==> src/inc/tw_pkg.sv <==
// constants and types of the 8-bit waveform timer
package tw_pkg;
  // ------------------------------------------------------------
  // register port
  // ------------------------------------------------------------
  localparam int TW_ADDR_W = 8;
  localparam logic [7:0] TW_OFF_CTRL = 8'h00;
  localparam logic [7:0] TW_OFF_CLK = 8'h04;
  localparam logic [7:0] TW_OFF_COUNT = 8'h08;
  localparam logic [7:0] TW_OFF_CMPA = 8'h0C;
  localparam logic [7:0] TW_OFF_CMPB = 8'h10;
  localparam logic [7:0] TW_OFF_FLAGS = 8'h14;
  localparam logic [7:0] TW_OFF_PORT = 8'h18;
  // ------------------------------------------------------------
  // field positions
  // ------------------------------------------------------------
  localparam int TW_CTRL_ACTA_LSB = 6;
  localparam int TW_CTRL_ACTB_LSB = 4;
  localparam int TW_CTRL_WGM_LSB = 0;
  localparam int TW_CLK_SEL_LSB = 0;
  localparam int TW_CLK_FORCEA_BIT = 7;
  localparam int TW_CLK_FORCEB_BIT = 6;
  localparam int TW_FLAG_OVF_BIT = 0;
  localparam int TW_FLAG_CMPA_BIT = 1;
  localparam int TW_FLAG_CMPB_BIT = 2;
  localparam int TW_PORT_DIRA_BIT = 0;
  localparam int TW_PORT_DIRB_BIT = 1;
  localparam int TW_PORT_VALA_BIT = 2;
  localparam int TW_PORT_VALB_BIT = 3;
  // ------------------------------------------------------------
  // reset values and counts
  // ------------------------------------------------------------
  localparam logic [7:0] TW_RST_BYTE = 8'h00;
  localparam logic [7:0] TW_MAX = 8'hFF;
  localparam logic [7:0] TW_BOTTOM = 8'h00;
  localparam logic [9:0] TW_DIV8_MASK = 10'h007;
  localparam logic [9:0] TW_DIV64_MASK = 10'h03F;
  localparam logic [9:0] TW_DIV256_MASK = 10'h0FF;
  localparam logic [9:0] TW_DIV1024_MASK = 10'h3FF;
  // ------------------------------------------------------------
  // types
  // ------------------------------------------------------------
  typedef enum logic [2:0] {
    TW_NORMAL = 3'b000,
    TW_PC_MAX = 3'b001,
    TW_CLR_MATCH = 3'b010,
    TW_FAST_MAX = 3'b011,
    TW_RSV4 = 3'b100,
    TW_PC_A = 3'b101,
    TW_RSV6 = 3'b110,
    TW_FAST_A = 3'b111
  } tw_mode_type;
  typedef enum logic [2:0] {
    TW_CLK_STOP = 3'b000,
    TW_CLK_DIV1 = 3'b001,
    TW_CLK_DIV8 = 3'b010,
    TW_CLK_DIV64 = 3'b011,
    TW_CLK_DIV256 = 3'b100,
    TW_CLK_DIV1024 = 3'b101
  } tw_clksel_type;
endpackage

==> src/core/tw_timer8.sv <==
// 8-bit timer with clear-on-match, single-slope and dual-slope waveform modes
`timescale 1ns/1ps
// How it works
// - waveform select 2 clears the counter when it equals compare A.
// - clear-on-match raises compare A flag at each ceiling reach.
// - clear-on-match writes compare A directly; a low value waits for wrap.
// - clear-on-match with action 1 toggles output A on each match.
// - pin is driven only while its direction bit says output.
// - clear-on-match sets overflow when count passes max to zero.
// - selects 3 and 7 count up to ceiling 0xFF or compare A.
// - single-slope counts to ceiling then clears on next tick.
// - single-slope action 2 clears on match, sets at zero; 3 inverse.
// - single-slope sets overflow each time counter reaches ceiling.
// - single-slope action 1 toggles A only with high select bit; B none.
// - single-slope keeps compare buffering, also for toggled output.
// - zero compare gives one-tick spike; max compare gives steady level.
// - selects 1 and 5 count up then down, ceiling 0xFF or compare A.
// - dual-slope holds ceiling one tick then counts down.
// - dual-slope action 2 clears on up match, sets on down; 3 inverse.
// - dual-slope sets overflow when the counter reaches zero.
// - dual-slope action 1 toggles A only with high select bit; B none.
// - dual-slope zero compare gives low, max gives high; inverted opposite.
// - dual-slope fixes the output at zero to keep it symmetric.
// - timer tick divides the clock by 1, 8, 64, 256 or 1024.
// - action 0 disconnects the output; pin keeps port behaviour.
// - in PWM, compare writes land in a buffer copied at ceiling.
// - a match sets its compare flag on the next timer tick.
module tw_timer8 (
  // clock and reset
  input wire logic clk,
  input wire logic rst,
  // register port
  input wire logic [tw_pkg::TW_ADDR_W-1:0] regAddr,
  input wire logic [7:0] regWrData,
  input wire logic regWr,
  input wire logic regRd,
  output logic [7:0] regRdData,
  // waveform pins
  output logic waveOutA,
  output logic waveOeA,
  output logic waveOutB,
  output logic waveOeB
);
  import tw_pkg::*;

  // ------------------------------------------------------------
  // helpers
  // ------------------------------------------------------------
  function automatic logic tw_tick_of(input logic [2:0] sel, input logic [9:0] cnt);
    case (sel)
      TW_CLK_DIV1: tw_tick_of = 1'b1;
      TW_CLK_DIV8: tw_tick_of = (cnt & TW_DIV8_MASK) == TW_DIV8_MASK;
      TW_CLK_DIV64: tw_tick_of = (cnt & TW_DIV64_MASK) == TW_DIV64_MASK;
      TW_CLK_DIV256: tw_tick_of = (cnt & TW_DIV256_MASK) == TW_DIV256_MASK;
      TW_CLK_DIV1024: tw_tick_of = (cnt & TW_DIV1024_MASK) == TW_DIV1024_MASK;
      default: tw_tick_of = 1'b0;
    endcase
  endfunction

  // next level of one waveform output at a timer tick
  function automatic logic tw_wave_step(input logic cur, input logic [1:0] act,
      input logic toggleOk, input logic fast, input logic pc, input logic match,
      input logic up, input logic wrapPt, input logic turnTop, input logic turnBot,
      input logic cmpTop, input logic cmpZero);
    logic r;
    r = cur;
    if (act == 2'd0) begin
      r = cur;
    end else if (!fast && !pc) begin
      if (match) begin
        r = (act == 2'd1) ? ~cur : act[0];
      end
    end else if (act == 2'd1) begin
      if (toggleOk && match) begin
        r = ~cur;
      end
    end else if (fast) begin
      if (wrapPt) begin
        r = ~act[0];
      end
      if (match && !cmpTop) begin
        r = act[0];
      end
    end else begin
      if (match && !cmpTop) begin
        r = up ? act[0] : ~act[0];
      end
      if (turnTop && cmpTop) begin
        r = ~act[0];
      end
      if (turnBot && !cmpZero) begin
        r = ~act[0];
      end
    end
    tw_wave_step = r;
  endfunction

  // ------------------------------------------------------------
  // state
  // ------------------------------------------------------------
  logic [1:0] actA_q, actB_q;
  logic [2:0] wgm_q, clkSel_q;
  logic [9:0] preCnt_q;
  logic [7:0] count_q, count_d;
  logic dirUp_q, dirUp_d;
  logic [7:0] cmpA_q, cmpB_q, bufA_q, bufB_q;
  logic ovf_q, flagA_q, flagB_q, pendA_q, pendB_q, block_q;
  logic waveA_q, waveB_q;
  logic [1:0] dir_q, portVal_q;
  logic [7:0] rdData_q;

  // ------------------------------------------------------------
  // decode
  // ------------------------------------------------------------
  wire logic tick = tw_tick_of(clkSel_q, preCnt_q);
  wire logic isFast = (wgm_q[1:0] == 2'b11);
  wire logic isPc = (wgm_q[1:0] == 2'b01);
  wire logic isPwm = wgm_q[0];
  wire logic isClrMatch = (wgm_q == TW_CLR_MATCH);
  wire logic isNormal = (wgm_q == TW_NORMAL);
  wire logic isRsv = (wgm_q == TW_RSV4) || (wgm_q == TW_RSV6);
  wire logic [7:0] topVal = (isPwm && wgm_q[2]) ? cmpA_q : TW_MAX;
  wire logic atTop = (count_q == topVal);
  wire logic atZero = (count_q == TW_BOTTOM);
  wire logic goingUp = atZero || (dirUp_q && !atTop);
  wire logic matchA = (count_q == cmpA_q) && !block_q && !isRsv;
  wire logic matchB = (count_q == cmpB_q) && !block_q && !isRsv;
  wire logic wrCtrl = regWr && (regAddr == TW_OFF_CTRL);
  wire logic wrClk = regWr && (regAddr == TW_OFF_CLK);
  wire logic wrCount = regWr && (regAddr == TW_OFF_COUNT);
  wire logic wrCmpA = regWr && (regAddr == TW_OFF_CMPA);
  wire logic wrCmpB = regWr && (regAddr == TW_OFF_CMPB);
  wire logic wrFlags = regWr && (regAddr == TW_OFF_FLAGS);
  wire logic wrPort = regWr && (regAddr == TW_OFF_PORT);
  wire logic forceA = wrClk && regWrData[TW_CLK_FORCEA_BIT] && !isPwm;
  wire logic forceB = wrClk && regWrData[TW_CLK_FORCEB_BIT] && !isPwm;
  wire logic bufLoad = tick && isPwm && atTop;
  wire logic ovfHit = tick && (((isNormal || isClrMatch) && count_q == TW_MAX)
      || (isFast && atTop)
      || (isPc && atZero && !dirUp_q));
  wire logic toggleOkA = wgm_q[2];
  wire logic connA = (actA_q != 2'd0) && !(isPwm && actA_q == 2'd1 && !toggleOkA);
  wire logic connB = (actB_q != 2'd0) && !(isPwm && actB_q == 2'd1);

  // ------------------------------------------------------------
  // counter
  // ------------------------------------------------------------
  always_comb begin
    count_d = count_q;
    dirUp_d = dirUp_q;
    if (wrCount) begin
      count_d = regWrData;
    end else if (tick) begin
      if (isRsv) begin
        count_d = count_q;
      end else if (isClrMatch) begin
        count_d = (count_q == cmpA_q) ? TW_BOTTOM : 8'(count_q + 8'd1);
      end else if (isFast) begin
        count_d = atTop ? TW_BOTTOM : 8'(count_q + 8'd1);
      end else if (isPc) begin
        dirUp_d = goingUp && !atTop;
        if (goingUp && !atTop) begin
          count_d = 8'(count_q + 8'd1);
        end else if (!goingUp) begin
          count_d = 8'(count_q - 8'd1);
        end
      end else begin
        count_d = 8'(count_q + 8'd1);
      end
    end
  end

  // ------------------------------------------------------------
  // waveforms
  // ------------------------------------------------------------
  wire logic waveA_d = tw_wave_step(waveA_q, actA_q, toggleOkA, isFast, isPc,
      (tick && matchA) || forceA, goingUp, isFast && atTop, isPc && atTop,
      isPc && atZero, cmpA_q == topVal, cmpA_q == TW_BOTTOM);
  wire logic waveB_d = tw_wave_step(waveB_q, actB_q, 1'b0, isFast, isPc,
      (tick && matchB) || forceB, goingUp, isFast && atTop, isPc && atTop,
      isPc && atZero, cmpB_q == topVal, cmpB_q == TW_BOTTOM);

  always_ff @(posedge clk) begin
    if (rst) begin
      count_q <= TW_RST_BYTE;
      dirUp_q <= 1'b1;
      waveA_q <= 1'b0;
      waveB_q <= 1'b0;
      preCnt_q <= 10'h000;
      block_q <= 1'b0;
    end else begin
      count_q <= count_d;
      dirUp_q <= dirUp_d;
      if (tick || forceA) begin
        waveA_q <= waveA_d;
      end
      if (tick || forceB) begin
        waveB_q <= waveB_d;
      end
      preCnt_q <= (clkSel_q == TW_CLK_STOP) ? 10'h000 : 10'(preCnt_q + 10'd1);
      block_q <= wrCount ? 1'b1 : (tick ? 1'b0 : block_q);
    end
  end

  // ------------------------------------------------------------
  // compare values and flags
  // ------------------------------------------------------------
  always_ff @(posedge clk) begin
    if (rst) begin
      cmpA_q <= TW_RST_BYTE;
      cmpB_q <= TW_RST_BYTE;
      bufA_q <= TW_RST_BYTE;
      bufB_q <= TW_RST_BYTE;
      pendA_q <= 1'b0;
      pendB_q <= 1'b0;
      flagA_q <= 1'b0;
      flagB_q <= 1'b0;
      ovf_q <= 1'b0;
    end else begin
      if (wrCmpA) begin
        bufA_q <= regWrData;
      end
      if (wrCmpB) begin
        bufB_q <= regWrData;
      end
      if (wrCmpA && !isPwm) begin
        cmpA_q <= regWrData;
      end else if (bufLoad) begin
        cmpA_q <= bufA_q;
      end
      if (wrCmpB && !isPwm) begin
        cmpB_q <= regWrData;
      end else if (bufLoad) begin
        cmpB_q <= bufB_q;
      end
      if (tick) begin
        pendA_q <= matchA;
        pendB_q <= matchB;
      end
      // a hardware set wins over a clear in the same cycle
      flagA_q <= (tick && pendA_q) || (flagA_q && !(wrFlags && regWrData[TW_FLAG_CMPA_BIT]));
      flagB_q <= (tick && pendB_q) || (flagB_q && !(wrFlags && regWrData[TW_FLAG_CMPB_BIT]));
      ovf_q <= ovfHit || (ovf_q && !(wrFlags && regWrData[TW_FLAG_OVF_BIT]));
    end
  end

  // ------------------------------------------------------------
  // control registers and read port
  // ------------------------------------------------------------
  always_ff @(posedge clk) begin
    if (rst) begin
      actA_q <= 2'b00;
      actB_q <= 2'b00;
      wgm_q <= TW_NORMAL;
      clkSel_q <= TW_CLK_STOP;
      dir_q <= 2'b00;
      portVal_q <= 2'b00;
      rdData_q <= TW_RST_BYTE;
    end else begin
      if (wrCtrl) begin
        actA_q <= regWrData[TW_CTRL_ACTA_LSB +: 2];
        actB_q <= regWrData[TW_CTRL_ACTB_LSB +: 2];
        wgm_q <= regWrData[TW_CTRL_WGM_LSB +: 3];
      end
      if (wrClk) begin
        clkSel_q <= regWrData[TW_CLK_SEL_LSB +: 3];
      end
      if (wrPort) begin
        dir_q <= {regWrData[TW_PORT_DIRB_BIT], regWrData[TW_PORT_DIRA_BIT]};
        portVal_q <= {regWrData[TW_PORT_VALB_BIT], regWrData[TW_PORT_VALA_BIT]};
      end
      if (regRd) begin
        case (regAddr)
          TW_OFF_CTRL: rdData_q <= {actA_q, actB_q, 1'b0, wgm_q};
          TW_OFF_CLK: rdData_q <= {5'b00000, clkSel_q};
          TW_OFF_COUNT: rdData_q <= count_q;
          TW_OFF_CMPA: rdData_q <= bufA_q;
          TW_OFF_CMPB: rdData_q <= bufB_q;
          TW_OFF_FLAGS: rdData_q <= {5'b00000, flagB_q, flagA_q, ovf_q};
          TW_OFF_PORT: rdData_q <= {4'h0, portVal_q, dir_q};
          default: rdData_q <= TW_RST_BYTE;
        endcase
      end else begin
        rdData_q <= TW_RST_BYTE;
      end
    end
  end

  assign regRdData = rdData_q;
  assign waveOutA = connA ? waveA_q : portVal_q[0];
  assign waveOutB = connB ? waveB_q : portVal_q[1];
  assign waveOeA = dir_q[0];
  assign waveOeB = dir_q[1];

  // ------------------------------------------------------------
  // assertions
  // ------------------------------------------------------------
  property p_match_clear;
    @(posedge clk) disable iff (rst)
      (tick && isClrMatch && count_q == cmpA_q && !wrCount) |=> (count_q == TW_BOTTOM);
  endproperty
  a_match_clear: assert property (p_match_clear) else $error("match mode count not cleared");

  property p_match_ovf;
    @(posedge clk) disable iff (rst)
      (tick && isClrMatch && count_q == TW_MAX && !wrCount) |=> (ovf_q && count_q == TW_BOTTOM);
  endproperty
  a_match_ovf: assert property (p_match_ovf) else $error("match mode overflow missing");

  property p_flag_next_tick;
    @(posedge clk) disable iff (rst)
      (tick && matchA) |=> pendA_q;
  endproperty
  a_flag_next_tick: assert property (p_flag_next_tick) else $error("compare match not held");

  property p_flag_set;
    @(posedge clk) disable iff (rst)
      (tick && pendA_q) |=> flagA_q;
  endproperty
  a_flag_set: assert property (p_flag_set) else $error("compare flag late");

  property p_fast_wrap;
    @(posedge clk) disable iff (rst)
      (tick && isFast && atTop && !wrCount) |=> (count_q == TW_BOTTOM && ovf_q);
  endproperty
  a_fast_wrap: assert property (p_fast_wrap) else $error("fast wrap wrong");

  property p_pc_turn;
    @(posedge clk) disable iff (rst)
      (tick && isPc && atTop && !atZero && !wrCount)
      |=> (count_q == 8'($past(count_q) - 8'd1)) && !dirUp_q;
  endproperty
  a_pc_turn: assert property (p_pc_turn) else $error("dual-slope turn wrong");

  property p_pin_dir;
    @(posedge clk) disable iff (rst)
      ##1 (waveOeA == $past(dir_q[0])) || $past(wrPort);
  endproperty
  a_pin_dir: assert property (p_pin_dir) else $error("pin enable not from direction");

  property p_div8;
    @(posedge clk) disable iff (rst)
      (tick && clkSel_q == TW_CLK_DIV8 && !wrClk) |=> (!tick) [*7];
  endproperty
  a_div8: assert property (p_div8) else $error("prescale by 8 wrong");

  property p_buffer_hold;
    @(posedge clk) disable iff (rst)
      (isPwm && !bufLoad && !wrCtrl) |=> (cmpA_q == $past(cmpA_q));
  endproperty
  a_buffer_hold: assert property (p_buffer_hold) else $error("compare bypassed buffer");

  property p_fast_bottom_set;
    @(posedge clk) disable iff (rst)
      (tick && isFast && atTop && actA_q == 2'd2 && cmpA_q != topVal && !forceA)
      |=> waveA_q;
  endproperty
  a_fast_bottom_set: assert property (p_fast_bottom_set) else $error("no set at bottom");

  property p_rsv_hold;
    @(posedge clk) disable iff (rst)
      (isRsv && !wrCount && !wrCtrl) |=> (count_q == $past(count_q));
  endproperty
  a_rsv_hold: assert property (p_rsv_hold) else $error("reserved mode counted");

  property p_pc_ovf;
    @(posedge clk) disable iff (rst)
      (tick && isPc && atZero && !dirUp_q) |=> ovf_q;
  endproperty
  a_pc_ovf: assert property (p_pc_ovf) else $error("dual-slope overflow missing");

  property p_pc_bottom;
    @(posedge clk) disable iff (rst)
      (tick && isPc && atZero && actA_q == 2'd2 && cmpA_q != TW_BOTTOM)
      |=> waveA_q;
  endproperty
  a_pc_bottom: assert property (p_pc_bottom) else $error("no symmetric set at zero");

endmodule // tw_timer8

==> config.mk <==
export PLATFORM = sky130hd
export DESIGN_NAME = tw_timer8
export DESIGN_NICKNAME = d
export VERILOG_FILES = /design/src/inc/tw_pkg.sv /design/src/core/tw_timer8.sv
export SDC_FILE = /design/constraint.sdc
export NUM_CORES = 1
export LEC_CHECK = 0
export ABC_AREA = 1
export BUFFER_PORTS_ARGS = -buffer_cell sky130_fd_sc_hd__buf_2
export CELL_PAD_IN_SITES_DETAIL_PLACEMENT = 1
export CELL_PAD_IN_SITES_GLOBAL_PLACEMENT = 1
export CORE_MARGIN = 4
export CORE_UTILIZATION = 44
export DETAILED_ROUTE_END_ITERATION = 12
export PLACE_DENSITY = 0.86
export SYNTH_ARGS = -nofsm -noshare
export SYNTH_HDL_FRONTEND = slang
export SYNTH_SLANG_ARGS = --single-unit
export TNS_END_PERCENT = 50
==> constraint.sdc <==
create_clock -name clk -period 2.8 [get_ports clk]
set_clock_uncertainty 0.1 [all_clocks]
set_input_delay 0.28 -clock clk [delete_from_list [all_inputs] [get_ports clk]]
set_output_delay 0.28 -clock clk [all_outputs]
set_load 0.05 [all_outputs]
==> flow_metrics.tcl, run 1 <==
set metrics [dict create \
    utilization 0.5014 \
    h-tree-depth 3 \
    place_congestion 0.9224 \
    synthXorXnorAreaFrac 0.02356 \
    ys_warn_count 0 \
    fp.dieH_microns 116.8 \
    switchingPower_w 0.0006404 \
    synth_area_leaders "dfxtp_1 31%, nand2_1 15%, a21oi_1 5.9%" \
    cts_tree "yes" \
    yosysTopAreaCell "dfxtp_1" \
    first_pass_iters 5 \
    cp_slowest_stage_delay_ns 0.74 \
    grt.total_usage 0.3037 \
    post-route-period-util 0.8850 \
    synth_adder_area_share 0.009618 \
    clockBufferDepth 2 \
    rsz0062_at_grt "false" \
    comb_power_share 0.050 \
    synth_mux_area_frac 0 \
    slew_headroom 0.5657 \
    synth-edff-count 0 \
    numPortBuffers 31 \
    routedWlPerCell_microns 20.09 \
    clockPowerShare 0.475 \
    cts_hold_buf 0 \
    synth_compound_area_frac 0.2061 \
    p_int_w 0.001799 \
    pwr-share-seq 0.475 \
    cp_data_arrival_time_ns 2.67 \
    fin_nets 840 \
    ys_types 45 \
    synthCells 785 \
    switching_share 0.2625 \
    drt-initial-drc-count 428 \
    synth_simple_gate_area_frac 0.3484 \
    ir_drop_uv 392.1 \
    postCtsSetupBuffers 0 \
    drive_gt1_frac 0.1705 \
    hold_path.class "in -> reg" \
    status "complete, no violations" \
    worstSetupPathType "reg -> reg" \
    cp-start-kind "flop" \
    grt_pass1_vias 5853 \
    via_per_inst 5.821 \
    synth_area_sq_um 5204 \
    diodes 0 \
    dieArea_sq_um 13630 \
    area_growth_pct 10.96 \
    post-route-drc-count 0 \
    timing.setup.tns_ns 0 \
    crit_top_cell "nand2_1" \
    netlist_top_cells_count "203 x nand2_1, 81 x dfxtp_1, 76 x inv_1" \
    cts_resized 0 \
    clock_sink_count 81 \
    post-synth-top-count-cell "nand2_1" \
    start_util 0.4519 \
    fp-row-count 39 \
    clk_pin_slew_ns 0.07 \
    slew_viol_final 0 \
    synth-seq-area-share 0.3116 \
    ys_seq_elements 81 \
    numCtsBuffers 9 \
    synth-main-ff-cell "dfxtp_1" \
    period_needed_ns 2.478 \
    syn_nets 809 \
    cellLeakagePower_nw 2.374 \
    vias 5611 \
    max_freq_mhz 403.5 \
    worst_pin_slew_ns 0.6506 \
    crit_fanout 15 \
    grt_pass1_wl_microns 31430 \
    critical_path_required_ns 3.00 \
    fin_ws_ns 0.3220 \
    crit_path_top_delay_cell "dfxtp_1" \
    crit_chain "nand2_8 -> nor2_2 -> nand2_1 -> nand2_1 -> nand2_1 -> nor2_4 -> nand2_4 -> inv_2 -> nand2_1 -> nand3_2 -> nand2_4 -> o211ai_1 -> inv_1 -> a21oi_2" \
    synth-async-reset-ratio 0 \
    core_sq_um 11520 \
    hold_viol_final 0 \
    wirelength_microns 19370 \
    cts_root_buf "clkbuf_16" \
    maxCapViolCount 0 \
    ios 32 \
    die_w_microns 116.8 \
    setup_viol 0 \
    dpl_worst_slack_ns 0.3670 \
    antenna_found_initial 0 \
    synth_top_cell_area_share 0.3116 \
    synth_top_family_by_area "simple AND/OR/NAND/NOR gates" \
    crit_path_end_kind "flop" \
    clk_latency_ns 0.36 \
    hpwl_microns 14830 \
    globalRouteOverflowTotal 0 \
    avgSynthCellArea_sq_um 6.629 \
    ant_nets 0 \
    p_per_area_nw_per_um2 422.4 \
    grt_max_degree 22 \
]
[registers in the layout, summed over array words and instances, names as in the netlist]
register and cells:
preCnt_q 10, bufA_q 8, bufB_q 8, cmpA_q 8, cmpB_q 8, count_q 8
regRdData 8, clkSel_q 3, wgm_q 3, actA_q 2, actB_q 2, dir_q 2
portVal_q 2, block_q 1, dirUp_q 1, flagA_q 1, flagB_q 1, ovf_q 1
pendA_q 1, pendB_q 1, waveA_q 1, waveB_q 1
[layout make-up]
| type | instances | area [sq um] |
|---|---|---|
| fillers | 1562 | 5742 |
| clock buffers | 10 | 229.0 |
| multi-input cells | 581 | 3058 |
| clock inverters | 6 | 51.30 |
| well taps | 143 | 178.9 |
| flip-flops and latches | 81 | 1622 |
| inverters | 97 | 367.9 |
| repair buffers | 46 | 267.8 |
[worst max-delay path, delay by kind of cell (launching register included)]
family                 cells  cell delay [ns]
AND/OR/NAND/NOR           10             1.15
buffers and inverters      2             0.15
flip-flops                 1             0.74
AO/OA/AOI/OAI              2             0.26
[cell usage in the layout (no fill, tap or decap), types with 8 or more instances in the layout]
| cell | count |
|---|---|
| nand2_1 | 203 |
| o21ai_1 | 9 |
| a21oi_1 | 61 |
| xor2_1 | 10 |
| o22ai_1 | 10 |
| o21ai_0 | 57 |
| buf_4 | 15 |
| nand3_1 | 46 |
| buf_2 | 31 |
| inv_1 | 76 |
| clkbuf_16 | 9 |
| a31oi_1 | 18 |
| inv_2 | 18 |
| nor2_4 | 8 |
| nor2_2 | 13 |
| nor2_1 | 55 |
| dfxtp_1 | 81 |
| nand4_1 | 19 |
[power by group through the flow]
stage | clock network [W] | registers [W] | logic [W]
detailed placement | 0 | 0.00118 | 0.000119
global placement | 0 | 0.00118 | 0.000115
finish | 0.00116 | 0.00116 | 0.000122
CTS | 0.00116 | 0.00116 | 0.000119
global route | 0.00122 | 0.00116 | 0.000132
floorplan | 0 | 0.00118 | 0.0000647
[cell families after synthesis]
group	Yosys count
xor+xnor	14
buf+inv	123
flops	81
fa+ha+maj	4
simple gates	379
compound gates	184
[metal layers]
metal  vias up  track usage  part of all wire  wire (microns)
li1       2684            -                 -               -
met1      2720       0.3814              0.43            8398
met2       168       0.5100              0.48            9258
met3        39      0.05181             0.052            1011
met4         0       0.1346             0.036             698
met5         -            0                 0               0
[path summary, 6_finish.rpt]
kind | slack [ns] | depth (start not counted) | endpoint | start
hold / removal | 0.15 | 3 | cmpB_q[7] | regWrData[7]
hold reg to reg | 0.36 | 1 | preCnt_q[0] | preCnt_q[0]
setup reg to reg | 0.32 | 14 | count_q[6] | wgm_q[2]
setup / recovery | 0.32 | 14 | count_q[6] | wgm_q[2]
[through the flow]
| step | cells | area, sq um | power (W) | hold slack (ns) |
|---|---|---|---|---|
| finish | 964 | 5774 | 0.002439 | 0.1457 |
| global route | 964 | 5774 | 0.002512 | 0.1631 |
| CTS | 964 | 5774 | 0.002442 | 0.1324 |
| detailed placement | 948 | 5494 | 0.001303 | 0.3523 |
| global placement | 948 | 5494 | 0.001300 | 0.3269 |
| floorplan | 785 | 5204 | 0.001247 | 0.3175 |
Power figures use the tool's default switching activity.
==> run 2: changes to the inputs <==
--- a/config.mk
+++ b/config.mk
@@ -7,7 +7,7 @@
 export LEC_CHECK = 0
 export ABC_AREA = 1
 export BUFFER_PORTS_ARGS = -buffer_cell sky130_fd_sc_hd__buf_2
-export CELL_PAD_IN_SITES_DETAIL_PLACEMENT = 1
+export CELL_PAD_IN_SITES_DETAIL_PLACEMENT = 0
 export CELL_PAD_IN_SITES_GLOBAL_PLACEMENT = 1
 export CORE_MARGIN = 4
 export CORE_UTILIZATION = 44
==> flow_metrics.tcl, run 2 (same netlist as run 1, synthesis figures left out) <==
set metrics [dict create \
    worstSetupPathType "reg -> out" \
    fin_nets 840 \
    post-route-period-util 0.8775 \
    post-route-drc-count 0 \
    clk_latency_ns 0.35 \
    total_power_w 0.002550 \
    rsz0062_at_grt "false" \
    slew_viol_final 0 \
    clk_pin_slew_ns 0.07 \
    cts_hold_buf 0 \
    status "complete, no violations" \
    die_w_microns 116.8 \
    p_int_w 0.001968 \
    vias 5421 \
    cts_root_buf "clkbuf_16" \
    first_pass_iters 5 \
    wirelength_microns 16980 \
    numPortBuffers 31 \
    critical_path_required_ns 2.42 \
    grt_pass1_vias 5154 \
    period_needed_ns 2.457 \
    routedWlPerCell_microns 17.63 \
    dpl_worst_slack_ns 0.4098 \
    start_util 0.4519 \
    hold_viol_final 0 \
    clock_sink_count 81 \
    h-tree-depth 3 \
    core_sq_um 11520 \
    cts_resized 0 \
    switchingPower_w 0.0005820 \
    final_cell_mix "203 x nand2_1, 81 x dfxtp_1, 76 x inv_1" \
    layout_commonest_cell "nand2_1" \
    utilization 0.5045 \
    grt.total_usage 0.2623 \
    min_path_cells 3 \
    numCtsBuffers 9 \
    setup_viol 0 \
    timing.setup.tns_ns 0 \
    via_per_inst 5.629 \
    cts_tree "yes" \
    cp-start-kind "flop" \
    fin_ws_ns 0.3431 \
    slew_headroom 0.5537 \
    grt_pass1_wl_microns 27680 \
    fp-row-count 39 \
    cellLeakagePower_nw 2.399 \
    clockBufferDepth 2 \
    largest_reg_flops 10 \
    largest-register "preCnt_q" \
    hpwl_microns 13020 \
    drive_gt1_frac 0.1707 \
    drt-initial-drc-count 584 \
    crit_path_end_kind "output port" \
    ff2ff_path_depth 14 \
    switching_share 0.2282 \
    clockPowerShare 0.500 \
    dieArea_sq_um 13630 \
    maxCapViolCount 0 \
    cp_data_arrival_time_ns 2.08 \
    area_growth_pct 11.64 \
    grt_max_degree 22 \
    nFillCells 1165 \
    ant_nets 0 \
    regArea_sq_um 1622 \
    max_freq_mhz 407.0 \
    ir_drop_uv 468.9 \
    p_per_area_nw_per_um2 438.9 \
    place_congestion 0.9224 \
    antenna_found_initial 0 \
    fp.dieH_microns 116.8 \
    ios 32 \
    timing.hold.ws_ns 0.1521 \
    crit_fanout 13 \
    hold_path.class "in -> reg" \
    diodes 0 \
    worst_pin_slew_ns 0.6685 \
    comb_power_share 0.046 \
    globalRouteOverflowTotal 0 \
    postCtsSetupBuffers 0 \
    pwr-share-seq 0.454 \
    multi_input_area_sq_um 3058 \
]
[run 2: cell count changes in the layout (fill, tap and decap cells not counted), sizes merged]
cell / change
bufinv: +2
clkbuf: -1
clkinvlp: -2
[run 2: power groups by stage]
stage	Clock, W	Combinational, W	Sequential (W)
final	0.00127	0.000118	0.00116
after global routing	0.00136	0.000128	0.00116
after CTS	0.00129	0.000115	0.00116
after detailed placement	0	0.000115	0.00118
after global placement	0	0.000115	0.00118
after floorplan	0	0.0000647	0.00118
[run 2: per-stage QoR]
step           instance area, sq um  instances
6_report                       5809        963
5_1_grt                        5809        963
4_1_cts                        5809        963
3_5_place_dp                   5494        948
3_3_place_gp                   5494        948
2_1_floorplan                  5204        785
[run 2: metal layers]
| metal | share of wire | track usage | up-vias |
|---|---|---|---|
| met1 | 0.44 | 0.3579 | 2458 |
| met3 | 0.082 | 0.05337 | 43 |
| li1 | - | - | 2675 |
| met2 | 0.44 | 0.3989 | 245 |
| met4 | 0.044 | 0.1177 | 0 |
| met5 | 0 | 0 | - |
[run 2: critical path, stage by stage (launching register included)]
cell     delay (ns)
dfxtp_1        0.75
buf_4          0.27
o22ai_1        0.12
o21ai_0        0.26
buf_2          0.32
[run 2: worst paths after layout]
path / start / to / slack, ns
setup / recovery: wgm_q[2] / waveOutA / 0.34
hold reg to reg: preCnt_q[0] / preCnt_q[0] / 0.35
setup reg to reg: wgm_q[2] / count_q[2] / 0.34
hold / removal: regWrData[6] / bufB_q[6] / 0.15
[run 2: layout make-up]
cell class | count | area share
timing repair buffer | 46 | 0.04609
sequential | 81 | 0.2791
clock inverter | 6 | 0.01551
tap | 143 | 0.03080
clock buffer | 9 | 0.03877
inverter | 97 | 0.06332
multi-input combinational | 581 | 0.5264
